### config.mk
export PLATFORM = sky130hd
export DESIGN_NAME = t1tpg_gen
export DESIGN_NICKNAME = d
export VERILOG_FILES = /design/src/shared/t1tpg_pkg.sv /design/src/hw/t1tpg_fifo2.sv /design/src/hw/t1tpg_gen.sv
export SDC_FILE = /design/constraint.sdc
export NUM_CORES = 1
export LEC_CHECK = 0
export BUFFER_PORTS_ARGS = -buffer_cell sky130_fd_sc_hd__buf_2
export CAP_MARGIN = 20
export CORE_MARGIN = 5
export CORE_UTILIZATION = 55
export DETAILED_ROUTE_END_ITERATION = 16
export PLACE_DENSITY = 0.77
export SETUP_SLACK_MARGIN = 0.02
export SLEW_MARGIN = 10
export SYNTH_ARGS = -nofsm -noshare
export SYNTH_HDL_FRONTEND = slang
export SYNTH_SLANG_ARGS = --single-unit
### constraint.sdc
create_clock -name i_clk -period 4.5 [get_ports i_clk]
set_input_delay 0.9 -clock i_clk [delete_from_list [all_inputs] [get_ports i_clk]]
set_output_delay 0.9 -clock i_clk [all_outputs]
set_load 0.02 [all_outputs]
### src/shared/t1tpg_pkg.sv
// Constants, enumerations and carrier types for the T1 test pattern generator
package t1tpg_pkg;

  // Pattern selections
  typedef enum logic [3:0] {
    PAT_QRS      = 4'h0,
    PAT_PRBS15   = 4'h1,
    PAT_PRBS23   = 4'h2,
    PAT_ONES     = 4'h3,
    PAT_ZEROS    = 4'h4,
    PAT_3IN24    = 4'h5,
    PAT_2IN8     = 4'h6,
    PAT_1IN8     = 4'h7,
    PAT_DALY     = 4'h8,
    PAT_USER     = 4'h9
  } t1tpg_pat_t;

  // Framing selections
  typedef enum logic [1:0] {
    FMT_UNFRAMED                 = 2'h0,
    FMT_FRAMING_BIT_ONLY_FORMAT  = 2'h1,
    FMT_SUPERFRAME               = 2'h2,
    FMT_EXT_SUPERFRAME           = 2'h3
  } t1tpg_fmt_t;

  // Operator configuration
  typedef struct packed {
    t1tpg_pat_t  pattern;
    t1tpg_fmt_t  fmt;
    logic [31:0] user_word;
    logic [5:0]  user_len;
  } t1tpg_cfg_t;

  // One line symbol
  typedef struct packed {
    logic line_bit;
    logic frame_bit;
  } t1tpg_sym_t;

  // Pseudo-random generators
  localparam int unsigned QRS_STAGES   = 20;
  localparam int unsigned QRS_TAP      = 17;
  localparam int unsigned QRS_ZERO_RUN = 14;
  localparam int unsigned P15_STAGES   = 15;
  localparam int unsigned P15_TAP      = 14;
  localparam int unsigned P23_STAGES   = 23;
  localparam int unsigned P23_TAP      = 18;
  localparam logic [19:0] QRS_SEED     = 20'hFFFFF;
  localparam logic [14:0] P15_SEED     = 15'h7FFF;
  localparam logic [22:0] P23_SEED     = 23'h7FFFFF;

  // Fixed words, sent most significant bit first
  localparam logic [23:0] W_3IN24      = 24'h888000;
  localparam logic [15:0] W_2IN8       = 16'h4242;
  localparam logic [15:0] W_1IN8_UNF   = 16'h8080;
  localparam logic [15:0] W_1IN8_FR    = 16'h4040;
  localparam logic [8:0]  LEN_3IN24    = 9'h018;
  localparam logic [8:0]  LEN_16       = 9'h010;
  localparam logic [8:0]  LEN_USER_MAX = 9'h020;
  localparam logic [8:0]  LEN_ONE      = 9'h001;
  localparam int unsigned DALY_OCTETS  = 55;
  localparam logic [8:0]  LEN_DALY     = 9'h1B8;

  // Framing
  localparam logic [7:0]  FRAME_LAST   = 8'hC0;
  localparam logic [4:0]  MF_LAST_FBO  = 5'h01;
  localparam logic [4:0]  MF_LAST_SF   = 5'h0B;
  localparam logic [4:0]  MF_LAST_ESF  = 5'h17;
  localparam logic [11:0] SF_FBITS     = 12'h8DC;
  localparam logic [5:0]  ESF_FPS      = 6'h0B;

endpackage : t1tpg_pkg

### src/hw/t1tpg_fifo2.sv
// Small valid/ready buffer; read data is muxed from storage by the read pointer, with no output register
`timescale 1ns/10ps
module t1tpg_fifo2 #(
  parameter int unsigned WIDTH = 2,
  parameter int unsigned DEPTH = 2
) (
  // Clock and reset
  input  wire logic             i_clk,
  input  wire logic             i_srst,
  input  wire logic             i_ce,
  // Fill side
  input  wire logic             i_in_valid,
  output logic                  o_in_ready,
  input  wire logic [WIDTH-1:0] i_in_data,
  // Drain side
  output logic                  o_out_valid,
  input  wire logic             i_out_ready,
  output logic [WIDTH-1:0]      o_out_data
);

  localparam int unsigned AW = (DEPTH > 1) ? $clog2(DEPTH) : 1;

  logic [WIDTH-1:0] mem_q [DEPTH];
  logic [AW-1:0]    wr_q;
  logic [AW-1:0]    rd_q;
  logic [AW:0]      cnt_q;
  wire              push;
  wire              pop;

  assign o_in_ready  = (cnt_q != (AW+1)'(DEPTH));
  assign o_out_valid = (cnt_q != '0);
  assign push        = i_ce & i_in_valid & o_in_ready;
  assign pop         = i_ce & o_out_valid & i_out_ready;
  assign o_out_data  = mem_q[rd_q];

  always_ff @(posedge i_clk) begin
    if (i_srst) begin
      wr_q  <= '0;
      rd_q  <= '0;
      cnt_q <= '0;
    end else begin
      if (push) begin
        wr_q <= (wr_q == AW'(DEPTH-1)) ? '0 : wr_q + 1'b1;
      end
      if (pop) begin
        rd_q <= (rd_q == AW'(DEPTH-1)) ? '0 : rd_q + 1'b1;
      end
      cnt_q <= cnt_q + (AW+1)'(push) - (AW+1)'(pop);
    end
  end

  // Storage carries no reset; only occupied slots are ever read
  always_ff @(posedge i_clk) begin
    if (push) begin
      mem_q[wr_q] <= i_in_data;
    end
  end

endmodule // t1tpg_fifo2

### src/hw/t1tpg_gen.sv
// T1 test pattern generator: pattern sources, framing insertion, output buffer
`timescale 1ns/10ps

// Overview of operation
// - 2^15-1 pseudo-random, 32767-bit period
// - 2^23-1 pseudo-random, 8388607-bit period
// - All ones sends continuous one bits
// - Framed all zeros: framing bit, zero payload
// - 3-in-24 word, longest zero run 15
// - 2-in-8 repeats 0100 0010, framed alike
// - 1-in-8 word differs framed versus unframed
// - Daly 55 octets; framing bits inserted, not overwriting
// - User word up to 32 bits repeated
// - QRS 20-stage, taps 17/20, ones-forcing
// - Unframed, framing-bit-only, SF, ESF framing choices
module t1tpg_gen #(
  parameter int unsigned         BUF_DEPTH    = 2,
  parameter logic [8*55-1:0]     DALY_PATTERN = {{27{8'h01}}, {28{8'hFF}}}
) (
  // Clock and reset
  input  wire logic                  i_clk,
  input  wire logic                  i_srst,
  input  wire logic                  i_ce,
  // Configuration
  input  wire t1tpg_pkg::t1tpg_cfg_t i_cfg,
  // Line stream
  output logic                       o_valid,
  input  wire logic                  i_ready,
  output t1tpg_pkg::t1tpg_sym_t      o_sym
);

  // Configuration tracking
  t1tpg_pkg::t1tpg_cfg_t cfg_q;
  logic                  run_q;
  wire                   restart;
  wire                   buf_ready;
  wire                   advance;

  // Framing state
  logic [7:0]            slot_q;
  logic [7:0]            slot_d;
  logic [4:0]            mf_q;
  logic [4:0]            mf_d;
  wire                   slot_wrap;
  wire [4:0]             mf_last;
  wire                   mf_wrap;
  t1tpg_pkg::t1tpg_fmt_t fmt_eff;
  wire                   framed;
  wire                   frame_slot;
  wire                   fbit_fbo;
  wire                   fbit_sf;
  wire                   fbit_esf;
  wire                   esf_fps_frame;
  wire [2:0]             esf_fps_idx;
  logic                  fbit;

  // Pattern state
  logic [19:0]           qrs_q;
  logic [14:0]           p15_q;
  logic [22:0]           p23_q;
  logic [8:0]            idx_q;
  logic [8:0]            idx_d;
  logic [8:0]            pat_len;
  wire [8:0]             idx_rev;
  wire                   payload_adv;
  wire                   qrs_bit;
  wire                   p15_bit;
  wire                   p23_bit;
  wire                   w3_bit;
  wire                   w2_bit;
  wire                   w1_bit;
  wire                   daly_bit;
  wire                   user_bit;
  wire [8:0]             user_len9;
  logic                  pat_bit;
  t1tpg_pkg::t1tpg_sym_t sym;

  // Any configuration edit restarts the sequence from its seed
  assign restart     = run_q && (i_cfg != cfg_q);
  assign advance     = i_ce & run_q & buf_ready & ~restart;

  // All-zeros always carries framing, even with unframed chosen
  assign fmt_eff     = ((i_cfg.pattern == t1tpg_pkg::PAT_ZEROS) &&
                        (i_cfg.fmt == t1tpg_pkg::FMT_UNFRAMED)) ?
                       t1tpg_pkg::FMT_FRAMING_BIT_ONLY_FORMAT : i_cfg.fmt;
  assign framed      = (fmt_eff != t1tpg_pkg::FMT_UNFRAMED);
  assign frame_slot  = framed && (slot_q == 8'h00);
  // Payload only advances off the framing slot, so no bit is overwritten
  assign payload_adv = advance & ~frame_slot;

  // Frame and multiframe counters
  assign slot_wrap   = (slot_q == t1tpg_pkg::FRAME_LAST);
  assign mf_last     = (fmt_eff == t1tpg_pkg::FMT_SUPERFRAME)     ? t1tpg_pkg::MF_LAST_SF  :
                       (fmt_eff == t1tpg_pkg::FMT_EXT_SUPERFRAME) ? t1tpg_pkg::MF_LAST_ESF :
                                                                    t1tpg_pkg::MF_LAST_FBO;
  assign mf_wrap     = (mf_q >= mf_last);
  assign slot_d      = slot_wrap ? 8'h00 : slot_q + 8'h01;
  assign mf_d        = !slot_wrap ? mf_q : (mf_wrap ? 5'h00 : mf_q + 5'h01);

  // Framing bit values per format
  assign fbit_fbo      = ~mf_q[0];
  assign fbit_sf       = t1tpg_pkg::SF_FBITS[4'(5'd11 - mf_q)];
  assign esf_fps_frame = (mf_q[1:0] == 2'h3);
  assign esf_fps_idx   = 3'(5'd5 - (mf_q >> 2));
  // Non-FPS ESF bits idle at one; no CRC or data link is generated
  assign fbit_esf      = esf_fps_frame ? t1tpg_pkg::ESF_FPS[esf_fps_idx] : 1'b1;

  always_comb begin
    case (fmt_eff)
      t1tpg_pkg::FMT_FRAMING_BIT_ONLY_FORMAT: fbit = fbit_fbo;
      t1tpg_pkg::FMT_SUPERFRAME:              fbit = fbit_sf;
      t1tpg_pkg::FMT_EXT_SUPERFRAME:          fbit = fbit_esf;
      default:                                fbit = 1'b0;
    endcase
  end

  // Pseudo-random sources, output from the last stage
  assign qrs_bit  = (qrs_q[18:5] == 14'h0000) ? 1'b1 : qrs_q[19];
  assign p15_bit  = p15_q[14];
  assign p23_bit  = p23_q[22];

  // Word sources, most significant bit first
  assign user_len9 = (i_cfg.user_len == 6'h00 || i_cfg.user_len > 6'h20) ?
                     t1tpg_pkg::LEN_USER_MAX : {3'h0, i_cfg.user_len};
  always_comb begin
    case (i_cfg.pattern)
      t1tpg_pkg::PAT_3IN24: pat_len = t1tpg_pkg::LEN_3IN24;
      t1tpg_pkg::PAT_2IN8:  pat_len = t1tpg_pkg::LEN_16;
      t1tpg_pkg::PAT_1IN8:  pat_len = t1tpg_pkg::LEN_16;
      t1tpg_pkg::PAT_DALY:  pat_len = t1tpg_pkg::LEN_DALY;
      t1tpg_pkg::PAT_USER:  pat_len = user_len9;
      default:              pat_len = t1tpg_pkg::LEN_ONE;
    endcase
  end
  assign idx_rev  = pat_len - 9'h001 - idx_q;
  assign w3_bit   = t1tpg_pkg::W_3IN24[idx_rev[4:0]];
  assign w2_bit   = t1tpg_pkg::W_2IN8[idx_rev[3:0]];
  assign w1_bit   = framed ? t1tpg_pkg::W_1IN8_FR[idx_rev[3:0]] :
                             t1tpg_pkg::W_1IN8_UNF[idx_rev[3:0]];
  assign daly_bit = DALY_PATTERN[idx_rev];
  assign user_bit = i_cfg.user_word[idx_rev[4:0]];
  // Out-of-range index after a length edit folds back to zero
  assign idx_d    = (idx_q >= pat_len - 9'h001) ? 9'h000 : idx_q + 9'h001;

  always_comb begin
    case (i_cfg.pattern)
      t1tpg_pkg::PAT_QRS:    pat_bit = qrs_bit;
      t1tpg_pkg::PAT_PRBS15: pat_bit = p15_bit;
      t1tpg_pkg::PAT_PRBS23: pat_bit = p23_bit;
      t1tpg_pkg::PAT_ONES:   pat_bit = 1'b1;
      t1tpg_pkg::PAT_ZEROS:  pat_bit = 1'b0;
      t1tpg_pkg::PAT_3IN24:  pat_bit = w3_bit;
      t1tpg_pkg::PAT_2IN8:   pat_bit = w2_bit;
      t1tpg_pkg::PAT_1IN8:   pat_bit = w1_bit;
      t1tpg_pkg::PAT_DALY:   pat_bit = daly_bit;
      t1tpg_pkg::PAT_USER:   pat_bit = user_bit;
      default:               pat_bit = 1'b0;
    endcase
  end

  assign sym.frame_bit = frame_slot;
  assign sym.line_bit  = frame_slot ? fbit : pat_bit;

  // Configuration capture and start-up
  always_ff @(posedge i_clk) begin
    if (i_srst) begin
      cfg_q <= '0;
      run_q <= 1'b0;
    end else if (i_ce) begin
      cfg_q <= i_cfg;
      run_q <= 1'b1;
    end
  end

  // Framing counters; restart realigns to the framing slot
  always_ff @(posedge i_clk) begin
    if (i_srst || (i_ce && restart)) begin
      slot_q <= 8'h00;
      mf_q   <= 5'h00;
    end else if (advance) begin
      slot_q <= slot_d;
      mf_q   <= mf_d;
    end
  end

  // Shift registers reseeded on reset and on any pattern change
  always_ff @(posedge i_clk) begin
    if (i_srst || (i_ce && restart) || !run_q) begin
      qrs_q <= t1tpg_pkg::QRS_SEED;
      p15_q <= t1tpg_pkg::P15_SEED;
      p23_q <= t1tpg_pkg::P23_SEED;
      idx_q <= 9'h000;
    end else if (payload_adv) begin
      qrs_q <= {qrs_q[18:0], qrs_q[16] ^ qrs_q[19]};
      p15_q <= {p15_q[13:0], p15_q[14] ^ p15_q[13]};
      p23_q <= {p23_q[21:0], p23_q[22] ^ p23_q[17]};
      idx_q <= idx_d;
    end
  end

  // Two-entry buffer so a receiver stall loses no bit
  t1tpg_fifo2 #(
    .WIDTH (2),
    .DEPTH (BUF_DEPTH)
  ) u_buf (
    .i_clk       (i_clk),
    .i_srst      (i_srst),
    .i_ce        (i_ce),
    .i_in_valid  (run_q & ~restart),
    .o_in_ready  (buf_ready),
    .i_in_data   (sym),
    .o_out_valid (o_valid),
    .i_out_ready (i_ready),
    .o_out_data  (o_sym)
  );

endmodule // t1tpg_gen

After elaboration in Yosys (flattened, before gate mapping)
Memories as Yosys holds them, arrays and structs flattened. A register that Yosys moved wholly into a read port is not among the register bits. Index checks and enable logic that the tools add are counted.

Memories: 8. RAM bits: 4. Latch bits: 0. Output and inout bits: 3. Input bits: 48. Word-level logic and storage cells: 118. Memory bits (read-only): 616. Register bits after elaboration: 129.

Memory list: (name not given) (depth 512, bits a word 1, read ports 1, clocked after memory_dff 0, wr ports 0, RTL line t1tpg_gen.sv:140) `assign daly_bit = DALY_PATTERN[idx_rev];`; (name not given) (depth 32, bits a word 1, read ports 1, clocked after memory_dff 0, wr ports 0, RTL line t1tpg_gen.sv:136) `assign w3_bit = t1tpg_pkg::W_3IN24[idx_rev[4:0]];`; (name not given) (depth 16, bits a word 1, read ports 1, clocked after memory_dff 0, wr ports 0, RTL line t1tpg_gen.sv:139) `t1tpg_pkg::W_1IN8_UNF[idx_rev[3:0]];`; (name not given) (depth 16, bits a word 1, read ports 1, clocked after memory_dff 0, wr ports 0, RTL line t1tpg_gen.sv:138) `assign w1_bit = framed ? t1tpg_pkg::W_1IN8_FR[idx_rev[3:0]] :`; (name not given) (depth 16, bits a word 1, read ports 1, clocked after memory_dff 0, wr ports 0, RTL line t1tpg_gen.sv:137) `assign w2_bit = t1tpg_pkg::W_2IN8[idx_rev[3:0]];`; (name not given) (depth 16, bits a word 1, read ports 1, clocked after memory_dff 0, wr ports 0, RTL line t1tpg_gen.sv:102) `assign fbit_sf = t1tpg_pkg::SF_FBITS[4'(5'd11 - mf_q)];`; 2 more memories.

Add/sub/neg operators: 11. Reduce and logical (&&, ||, !) cells: 17. Multipliers: 0. Multiplexer cells: 29. Eq/ne operators: 16. Div/mod/pow operators: 0. $lt $le $gt $ge: 8. Bitwise logic cells: 15. Shift operators: 0.

Operators with widths (number): != test 44 bit (1); one-hot mux 9 bit (4 select lines) (1); 2-to-1 mux 1 bit (18); equality test 4 x 3 -> 1 bit, second input constant (4); 2-to-1 mux 5 bit (3); logical NOT 14 bit (1); < comparator 4 x 5 -> 1 bit, second input constant (2); < comparator 9 x 10 -> 1 bit, second input constant (1); adder 9 x 1 -> 9 bit, second input constant (1); AND 1 bit (9); greater-or-equal comparator 9 bit (1); 2-to-1 mux 9 bit (1); one-hot mux 1 bit (9 select lines) (1); subtractor 9 x 1 -> 9 bit, second input constant (1); subtractor 9 bit (1); adder 8 x 1 -> 8 bit, second input constant (1); equality test 4 x 2 -> 1 bit, second input constant (2); equality test 4 bit, second input constant (2); equality test 8 bit, second input constant (1); logical NOT 8 bit (1); 2-to-1 mux 8 bit (1); equality test 2 bit, second input constant (3); > comparator 6 bit, second input constant (1); logical NOT 6 bit (1); other kinds (26) (37).

Depth between registers and ports, before layout
Gate-level depths: netlist of the first run.

Depth after elaboration: 11. Depth in mapped cells: 17. Depth with buffers taken out: 15.

Cells and area by module
From an unflattened synthesis of the first run, not the netlist that was laid out.

Cells, all modules: 780. Area total of the unflattened synthesis: 6750.2 µm².

By module, submodules not included: t1tpg_gen (area each 6356.1 µm², seq. area each 2502.4 µm², times used 1, cells an instance 748); t1tpg_fifo2 (area each 394.1 µm², seq. area each 220.2 µm², times used 1, cells an instance 32).

Least setup slack after synthesis of the first run
Ideal clock, no wire load.

Path type: input to register. Start point: input port i_cfg[40] in the netlist's numbering. End point: memory u_buf.mem_q[0][1], data pin. Arrival: 4165 ps. Stages: 13. Setup time: 269 ps. Buffers on the path: 3. Slack: 67 ps. Required time: 4231 ps. Cells stage by stage: clkbuf_1 buf_1 o21a_1 a21oi_1 inv_1 ha_1 fa_1 clkbuf_1 mux4_2 mux4_2 a22oi_1 o311a_1 o21ai_0.

RTL lines: start: declaration (RTL line t1tpg_gen.sv:25) `input wire t1tpg_pkg::t1tpg_cfg_t i_cfg,`; end: declaration (RTL line t1tpg_fifo2.sv:23) `logic [WIDTH-1:0] mem_q [DEPTH];`.

==> key figures, run 1 <==
Status
  – Status: completed

Detailed routing
  – Vias/cell: 5.590
  – Drt wl/cell: 15.33 um
  – DRT antenna net count: 0
  – Routed vias: 5657
  – Iter 0 DRT Violations: 439
  – First-pass iteration count of the detailed router: 6
  – # DRC: 0
  – Routed wire length: 15.52 mm

Place
  – Placed insts: 980
  – DP Wirelength: 10.90 mm
  – DP Worst Slack: 115.3 ps
  – Port Buffer Count: 50
  – Gpl congestion: 0.9588
  – Post-DP Area: 7243 um^2

Timing
  – Crit path setup slack, layout: 422.8 ps
  – Post-layout min period: 4077 ps
  – Setup TNS: 0 ps
  – Final hold vios: 0
  – RSZ-0062 raised after global routing: no
  – Slew Viols, Final: 0
  – Clk_skew: 7.886 ps
  – F_max: 245.3 MHz
  – Min Hold Slack: 464.9 ps
  – Worst Tran Pin Value: 904.8 ps
  – Setup Viol. Count Final: 0
  – Final Cycle Share: 90.61%
  – Max-slew headroom: 39.18%

Synth
  – Post-synth top area share: 37.91%
  – Async S/R FF share, synth: 0%
  – Synth warnings: 0
  – Yosys cell types: 54
  – Cell accounting for the most synthesized area: dfxtp_1
  – Most numerous cell in the Yosys netlist: nand2_1
  – Register area share after synthesis: 39.66%
  – Post-synth top cells: nand2_1 (134), dfxtp_1 (130), nor2_1 (88)
  – Post-Syn Instances: 793
  – Mapped Area: 6864 um^2
  – Top FF cell, synth: dfxtp_1
  – Top cells by area, synth: dfxtp_1 (38%), xor2_1 (7.5%), nand2_1 (7.3%)
  – Post-synth EDFFs: 4
  – FF+latch count, synth: 134
  – Syn_nets: 865
  – Mean Syn Cell Area: 8.656 um^2

Die
  – I/O pins: 51
  – Horiz. Die Dim: 121.7 um
  – Num rows: 40
  – Placeable Area: 12110 um^2
  – Die Y: 121.7 um
  – Die Footprint: 14810 um^2
  – Initial Util: 56.67%

Clock network
  – Root buf cell: clkbuf_16
  – Hold_buf cts: 0
  – Clk Latency, worst-skew pair: 410 ps
  – CTS Buf Count: 17
  – Post-CTS sizing: 0
  – Sink Count: 134
  – H-tree Lvls: 4
  – Max Root-Sink Buffers: 2
  – TritonCTS clock tree: yes
  – Worst-path clk slew: 60 ps
  – Postcts setup bufs: 0

Critical path
  – Crit Path Class: in -> reg
  – Worst path max stage delay: 620 ps
  – R2r startpoint: cfg_q[13]
  – CP bufs+invs: 3
  – Crit. End Element: register
  – Crit-path leading delay family: compound AO/OA/AOI/OAI gates
  – Worst Setup SP: i_cfg[42]
  – Maximum fanout along the worst path: 7
  – CP Launch Type: primary input
  – CP Data Required Time: 4640 ps
  – CP cell instances: buf_2 -> nor2b_1 -> o21a_1 -> a21oi_1 -> inv_1 -> ha_1 -> fa_1 -> buf_4 -> mux4_2 -> mux4_2 -> a22oi_1 -> o311a_1 -> o21ai_0
  – CP arrival: 4210 ps
  – Most frequent CP cell: mux4_2
  – Worst path slowest cell: fa_1

Cells and area
  – Nets: 903
  – Final instance area: 7863 um^2
  – Area Growth Syn to Fin: 14.55%
  – Finished Layout Cells: 1012
  – Layout cells sized above 1: 14.10%
  – # diodes: 0
  – Final core occ: 64.92%

GRT
  – Vias in the first global route: 5501
  – Largest net degree at the start of global routing: 68
  – Gr usage total: 21.96%
  – Antenna violations before repair: 0
  – Grt ovf: 0
  – First-pass GRT wire length: 26.14 mm

Power
  – Total power: 2.987 mW
  – Peak supply drop: 314.8 uV
  – Leakage dissipation: 3.467 nW
  – PwrDens: 379.8 nW/um^2

Hold path
  – Hold crit path type: reg -> reg
  – Worst hold path startpoint: p23_q[1]

Run
  – Max-cap viol count: 0
## cells by family (layout without fill, tap and decap cells)
family	after synthesis	count (layout)	synth area share, %
flops	134	134	39.66
xor+xnor	79	79	10.08
fa+ha+maj	24	24	4.484
buf+inv	65	116	4.138
mux	60	60	10.65
compound gates	55	55	5.177
simple gates	376	376	25.81
## final cells by class
type,instances,area (um^2)
fillers,996,4249
multi-input cells,594,3880
flip-flops and latches,134,2723
clock buffers,22,474.2
repair buffers,64,355.3
well taps,168,210.2
clock inverters,10,145.1
inverters,20,75.07
## worst paths after layout
| path | slack, ps | depth (start not counted) | endpoint |
|---|---|---|---|
| max reg2reg | 1200 | 7 | idx_q[5] |
| min | 460 | 2 | p23_q[1] |
| min reg2reg | 460 | 2 | p23_q[1] |
| max | 420 | 13 | u_buf.mem_q[1][1] |
## registers in the layout, summed over array words and instances (netlist names), 2 cells and up, named ones only
signal / cells
cfg_q: 44
p23_q: 23
qrs_q: 20
p15_q: 15
idx_q: 9
slot_q: 8
mf_q: 5
u_buf.mem_q: 4
u_buf.cnt_q: 2
## worst register-to-register path: stages, from the launching register on
cell     delay, ps
dfxtp_1        320
xor2_1         160
nor4_1         460
nand3_1        300
or3_1          620
or2_2          680
nor3_4         510
nor3b_1        130
## power breakdown
| part | switching, mW | internal (mW) |
|---|---|---|
| clock network | 0.517 | 0.919 |
| logic | 0.175 | 0.141 |
| registers | 0.0169 | 1.22 |
## layout by cell type (no fill, tap or decap), types with 14 or more instances in the layout
cell / count
mux2i_1: 46
buf_4: 14
a21oi_1: 15
clkbuf_16: 17
nand3_1: 60
ha_1: 23
xnor2_1: 20
inv_1: 20
nand2_1: 134
nand4_1: 16
xor2_1: 59
dfxtp_1: 130
nor2_1: 88
nor4_1: 18
buf_2: 50
## per-layer routing
layer  track usage, %  vias to the layer above  share of wire [%]
li1                 -                     2789                  -
met1            27.16                     2673                 43
met2            37.34                      167                 50
met3            5.246                       28                5.3
met4            7.913                        0                2.1
met5                0                        -                  0
(Power assumes the default switching activity.)
==> run 2, diff against run 1 <==
CORE_UTILIZATION = 25   (was 55)
PLACE_DENSITY = default   (was 0.77)
SLEW_MARGIN = default   (was 10)
==> run 2 against run 1 <==
  * Global-route usage decreased by 11 points
  * Cell area rose by 2.9%
  * Critical path depth is the same
  * Sequential cell count is the same
  * Fmax grew 4.3%
  * Clock skew is essentially flat
  * Sequential share of layout area shrank 0.99 points
  * Register-to-register slack gained 200 ps
  * Cell count up 17%
  * Highest routed layer is now met5
  * Sequential power about the same
==> key figures, run 2 (synthesis gave the netlist of run 1 again) <==
Cells and area
  – Nets: 906 (+0.33%)
  – Layout cells sized above 1: 14.40% (+0.30 points)
  – Leading cell type in the layout, fill and taps excluded: nand2_1
  – Reg with most FFs: cfg_q
  – Biggest regs: cfg_q x44, p23_q x23, qrs_q x20
  – Fillcell total: 2873 (+190%)
  – Largest register FFs: 44 (unchanged)
  – Most frequent cells in the layout: nand2_1 (134), dfxtp_1 (130), nor2_1 (88), nand3_1 (60), xor2_1 (59)
  – Area Growth Syn to Fin: 17.92%
  – Final instance area: 8094 um^2 (+2.9%)
  – # diodes: 0 (unchanged)

Timing
  – Clk_skew: 8.211 ps (+0.3248 ps)
  – Crit path setup slack, layout: 589.7 ps (+166.9 ps)
  – Worst Tran Pin Value: 846.0 ps (-58.87 ps)
  – F_max: 255.7 MHz (+4.3%)
  – Setup Viol. Count Final: 0 (unchanged)
  – Final hold vios: 0 (unchanged)
  – RSZ-0062 raised after global routing: no
  – Slew Viols, Final: 0 (unchanged)
  – Final Cycle Share: 86.90% (-3.7 points)
  – Setup TNS: 0 ps (unchanged)
  – Post-layout min period: 3910 ps (-166.9 ps)
  – Max-slew headroom: 43.60% (+4.4 points)

Detailed routing
  – Vias/cell: 4.703 (-16%)
  – Drt wl/cell: 13.91 um (-9.3%)
  – First-pass iteration count of the detailed router: 5 (-1)
  – DRT antenna net count: 0 (unchanged)
  – Iter 0 DRT Violations: 365 (-17%)
  – Routed wire length: 16.52 mm (+6.5%)
  – Routed vias: 5587 (-1.2%)
  – # DRC: 0 (unchanged)

Critical path
  – FF-to-FF setup slack: 1400 ps (+200 ps)
  – Crit. End Element: register
  – CP Data Required Time: 4650 ps (about the same)
  – CP Launch Type: primary input
  – Crit Path Class: in -> reg
  – R2r startpoint: cfg_q[13]
  – Maximum fanout along the worst path: 12 (+5)
  – CP arrival: 4060 ps (-150 ps)
  – Worst Setup SP: i_cfg[40]

Die
  – Die Y: 175.7 um (+44%)
  – Placeable Area: 27030 um^2 (+120%)
  – Num rows: 60 (+50%)
  – Die Footprint: 30870 um^2 (+110%)
  – Initial Util: 25.40% (-31 points)
  – I/O pins: 51 (unchanged)
  – Horiz. Die Dim: 175.7 um (+44%)

Clock network
  – Sink Count: 134 (unchanged)
  – Worst-path clk slew: 60 ps (about the same)
  – Max Root-Sink Buffers: 2 (unchanged)
  – Hold_buf cts: 0 (unchanged)
  – Clk Latency, worst-skew pair: 420 ps (about the same)
  – TritonCTS clock tree: yes
  – Postcts setup bufs: 0 (unchanged)
  – Post-CTS sizing: 0 (unchanged)
  – CTS Buf Count: 17 (unchanged)
  – Root buf cell: clkbuf_16
  – H-tree Lvls: 4 (unchanged)

Place
  – DP Wirelength: 11.98 mm (+9.9%)
  – DP Worst Slack: 228.3 ps (+113.0 ps)
  – Gpl congestion: 0.8841 (-7.8%)
  – Post-DP Area: 7495 um^2 (+3.5%)
  – Port Buffer Count: 50 (unchanged)

Hold path
  – Worst hold path startpoint: p23_q[5]
  – Hold crit path type: reg -> reg

Status
  – Status: completed

GRT
  – First-pass GRT wire length: 26.57 mm (+1.6%)
  – Antenna violations before repair: 4 (+4)
  – Vias in the first global route: 5084 (-7.6%)
  – Largest net degree at the start of global routing: 59 (-13%)
  – Gr usage total: 10.62% (-11 points)
  – Grt ovf: 0 (unchanged)

Power
  – PwrDens: 365.3 nW/um^2 (-3.8%)
  – Leakage dissipation: 3.480 nW (+0.38%)
  – Peak supply drop: 237.1 uV (-25%)

Run
  – Max-cap viol count: 0 (unchanged)
-- run 2: layer usage --
metal / global-route usage, % / vias up / share of wire [%]
met5: 0 / - / 0.11
met4: 3.021 / 4 / 1.7
met3: 2.841 / 27 / 4.7
met2: 17.65 / 127 / 47
met1: 13.60 / 2635 / 46
li1: - / 2794 / -
-- run 2: layout make-up --
type                       count  area [um^2]  area share, %
timing repair buffer          67        390.4          4.823
multi-input combinational    594         3880          47.94
clock inverter                12        141.4          1.747
sequential                   134         2723          33.64
inverter                      20        75.07         0.9275
tap                          341        426.7          5.271
clock buffer                  20        457.9          5.658
-- run 2: per-stage QoR --
| step | hold slack, ps | utilization [%] | power, mW | cells |
|---|---|---|---|---|
| 6_report | 465.7 | 29.95 | 2.957 | 1188 |
| 4_1_cts | 468.9 | 29.95 | 2.987 | 1188 |
| 5_1_grt | 479.2 | 29.95 | 3.072 | 1188 |
| 3_3_place_gp | 446.9 | 27.73 | 1.573 | 1156 |
| 2_1_floorplan | 438.2 | - | 1.476 | 793 |
| 3_5_place_dp | 451.3 | 27.73 | 1.574 | 1156 |
-- run 2: final timing paths --
path	endpoint	cells after the start
hold / removal	p23_q[6]	2
setup reg to reg	qrs_q[0]	8
hold reg to reg	p23_q[6]	2
setup / recovery	u_buf.mem_q[1][1]	13
-- run 2: where the power goes --
part	switching, mW	internal, mW	total, mW	leakage, nW
clock network	0.546	0.859	1.41	0.293
logic	0.176	0.143	0.320	2.10
registers	0.0155	1.22	1.23	1.09
-- run 2: critical path, cell delays in order --
cell,delay [ps]
buf_2,110
nor2b_1,210
nand2_1,80
a21oi_1,200
inv_1,70
ha_1,320
fa_1,580
buf_4,220
mux4_2,310
mux4_2,470
a22oi_1,260
o311a_1,230
o21ai_0,110
==> run 3, diff against run 2 <==
PLACE_DENSITY_LB_ADDON = 0.12   (was default)
==> run 3 against run 2 <==
  * Clock skew grew 6.3 ps
  * Combinational power grew 2%
  * Sequential share of layout area shrank 0.24 points
  * Cell area grew 0.73%
  * Setup slack lost 18 ps
  * Clock-buffer cell count is the same
  * Die area is the same
  * Sequential power is essentially flat
  * Fmax shrank 0.45%
  * Non-clock buffer count grew 1
  * Core utilization grew 0.22 points
  * Total power grew 4.3%
  * Largest cell class unchanged
==> key figures, run 3 (synthesis gave the netlist of run 1 again) <==
Place
  – DP Wirelength: 12.90 mm (+7.7%)
  – Gpl congestion: 0.7969 (-9.9%)
  – Placed insts: 1157 (+0.087%)
  – Port Buffer Count: 50 (unchanged)
  – DP Worst Slack: 164.2 ps (-64.06 ps)

Detailed routing
  – Routed vias: 5445 (-2.5%)
  – Routed wire length: 18.20 mm (+10%)
  – Vias/cell: 4.583 (-2.5%)
  – Iter 0 DRT Violations: 308 (-16%)
  – # DRC: 0 (unchanged)
  – First-pass iteration count of the detailed router: 4 (-1)
  – DRT antenna net count: 0 (unchanged)
  – Drt wl/cell: 15.32 um (+10%)

GRT
  – Grt met3 use: 2.432% (-0.41 points)
  – Gr usage total: 12.13% (+1.5 points)
  – Antenna violations before repair: 2 (-2)
  – Grt ovf: 0 (unchanged)
  – Met2 track demand over resource: 19.10% (+1.4 points)
  – Largest net degree at the start of global routing: 68 (+15%)
  – GRT busiest layer: met2
  – First-pass GRT wire length: 29.64 mm (+12%)
  – Met1 Track Usage GR: 16.75% (+3.2 points)
  – Vias in the first global route: 5286 (+4.0%)

Clock network
  – TritonCTS clock tree: yes
  – H-tree Lvls: 4 (unchanged)
  – CTS Buf Count: 17 (unchanged)
  – Clk Latency, worst-skew pair: 420 ps (about the same)
  – Max Root-Sink Buffers: 2 (unchanged)
  – Sink Count: 134 (unchanged)
  – Hold_buf cts: 0 (unchanged)
  – Postcts setup bufs: 0 (unchanged)
  – Post-CTS sizing: 0 (unchanged)
  – Worst-path clk slew: 60 ps (about the same)
  – Root buf cell: clkbuf_16

Timing
  – Worst Tran Pin Value: 857.2 ps (+11.28 ps)
  – RSZ-0062 raised after global routing: no
  – Final hold vios: 0 (unchanged)
  – Crit path setup slack, layout: 572.0 ps (-17.71 ps)
  – Clk_skew: 14.50 ps (+6.289 ps)
  – Slew Viols, Final: 0 (unchanged)
  – F_max: 254.6 MHz (-0.45%)
  – Final Cycle Share: 87.29% (+0.39 points)
  – Max-slew headroom: 42.05% (-1.6 points)
  – Setup TNS: 0 ps (unchanged)
  – Post-layout min period: 3928 ps (+17.71 ps)
  – Setup Viol. Count Final: 0 (unchanged)

Critical path
  – Register-to-Register Path Depth: 8 (unchanged)
  – CP cell instances: buf_2 -> nor2b_1 -> nand2_1 -> a21oi_1 -> inv_1 -> ha_1 -> fa_1 -> buf_4 -> mux4_2 -> mux4_2 -> a22oi_1 -> o311a_1 -> o21ai_0
  – Most frequent CP cell: mux4_2
  – Worst path max stage delay: 610 ps (+30 ps)
  – CP arrival: 4080 ps (+20 ps)
  – CP bufs+invs: 3 (unchanged)
  – Setup crit end: u_buf.mem_q[1][1]
  – R2R Path End: u_buf.mem_q[1][1]
  – Crit-path leading delay family: adder cells
  – R2r startpoint: idx_q[0]
  – CP Data Required Time: 4650 ps (about the same)
  – Worst path slowest cell: fa_1
  – Worst Setup SP: i_cfg[40]
  – CP Launch Type: primary input
  – FF-to-FF setup slack: 1500 ps (+100 ps)
  – Crit Path Class: in -> reg
  – Crit. End Element: register
  – Critical path depth in cells: 13 (unchanged)
  – Maximum fanout along the worst path: 7 (-5)

Cells and area
  – Biggest regs: cfg_q x44, p23_q x23, qrs_q x20
  – Most frequent cells in the layout: nand2_1 (134), dfxtp_1 (130), nor2_1 (88), nand3_1 (60), xor2_1 (59)
  – Finished Layout Cells: 1188 (unchanged)
  – Largest register FFs: 44 (unchanged)
  – Fillcell total: 2922 (+1.7%)
  – Nets: 907 (+0.11%)
  – Layout cells sized above 1: 14.64% (+0.24 points)
  – # diodes: 0 (unchanged)
  – Leading cell type in the layout, fill and taps excluded: nand2_1
  – Area Growth Syn to Fin: 18.78%
  – Reg with most FFs: cfg_q

Power
  – Total power: 3.083 mW (+4.3%)
  – Peak supply drop: 203.2 uV (-14%)
  – Leakage dissipation: 3.502 nW (+0.63%)
  – PwrDens: 378.2 nW/um^2 (+3.5%)

Hold path
  – Hold crit path type: reg -> reg

Status
  – Status: completed

Die
  – I/O pins: 51 (unchanged)
  – Die Footprint: 30870 um^2 (unchanged)
  – Horiz. Die Dim: 175.7 um (unchanged)
  – Num rows: 60 (unchanged)
  – Initial Util: 25.40% (unchanged)
  – Die Y: 175.7 um (unchanged)
  – Placeable Area: 27030 um^2 (unchanged)

Run
  – Max-cap viol count: 0 (unchanged)
[run 3: cell types whose count changed in the layout (fill, tap and decap cells not counted), sizes merged]
cell / before / now
inv: 25 / 22
clkinv: 4 / 3
buf: 67 / 68
bufinv: 2 / 4
clkinvlp: 1 / 2
[run 3: metrics by stage]
stage               util [%]  hold WS [ps]  cell area [um^2]
finish                 30.17         464.4              8153
global route           30.17         487.3              8153
CTS                    30.17         468.1              8153
detailed placement     27.81         452.1              7515
global placement       27.81         450.1              7515
floorplan                  -         438.2              6864
[run 3: worst min-delay path: stages (launching register included)]
cell	delay, ps
dfxtp_1	320
nand2_1	50
nand3_1	60
[run 3: power breakdown]
group / internal (mW) / total (mW) / switching, mW / leakage (nW)
Clock: 0.972 / 1.53 / 0.554 / 0.309
Sequential: 1.22 / 1.23 / 0.0156 / 1.09
Combinational: 0.145 / 0.326 / 0.181 / 2.10
[run 3: routing by layer]
layer  routed length [um]  share of wire [%]  up-vias
li1                     -                  -     2793
met1                 9080                 50     2573
met2                 8384                 46       61
met3                  453                2.5       18
met4                  282                1.5        0
met5                    0                  0        -
[run 3: worst min-delay path by stage]
stage,cells past startpoint,slack (ps),from,endpoint
4_1_cts,2,470,p15_q[1],p15_q[2]
2_1_floorplan,2,440,p23_q[1],p23_q[1]
5_1_grt,2,490,p23_q[3],p23_q[3]
6_report,2,460,qrs_q[2],qrs_q[3]
3_3_place_gp,2,450,p23_q[4],p23_q[5]
3_5_place_dp,2,450,qrs_q[0],qrs_q[1]
[run 3: cell type report]
type                            instances  area [um^2]  area share [%]
Clock buffer                           20        466.7           5.724
Clock inverter                         11        171.4           2.103
Inverter                               20        75.07          0.9208
Multi-Input combinational cell        594         3880           47.59
Sequential cell                       134         2723           33.39
Tap cell                              341        426.7           5.233
Timing Repair Buffer                   68        410.4           5.034
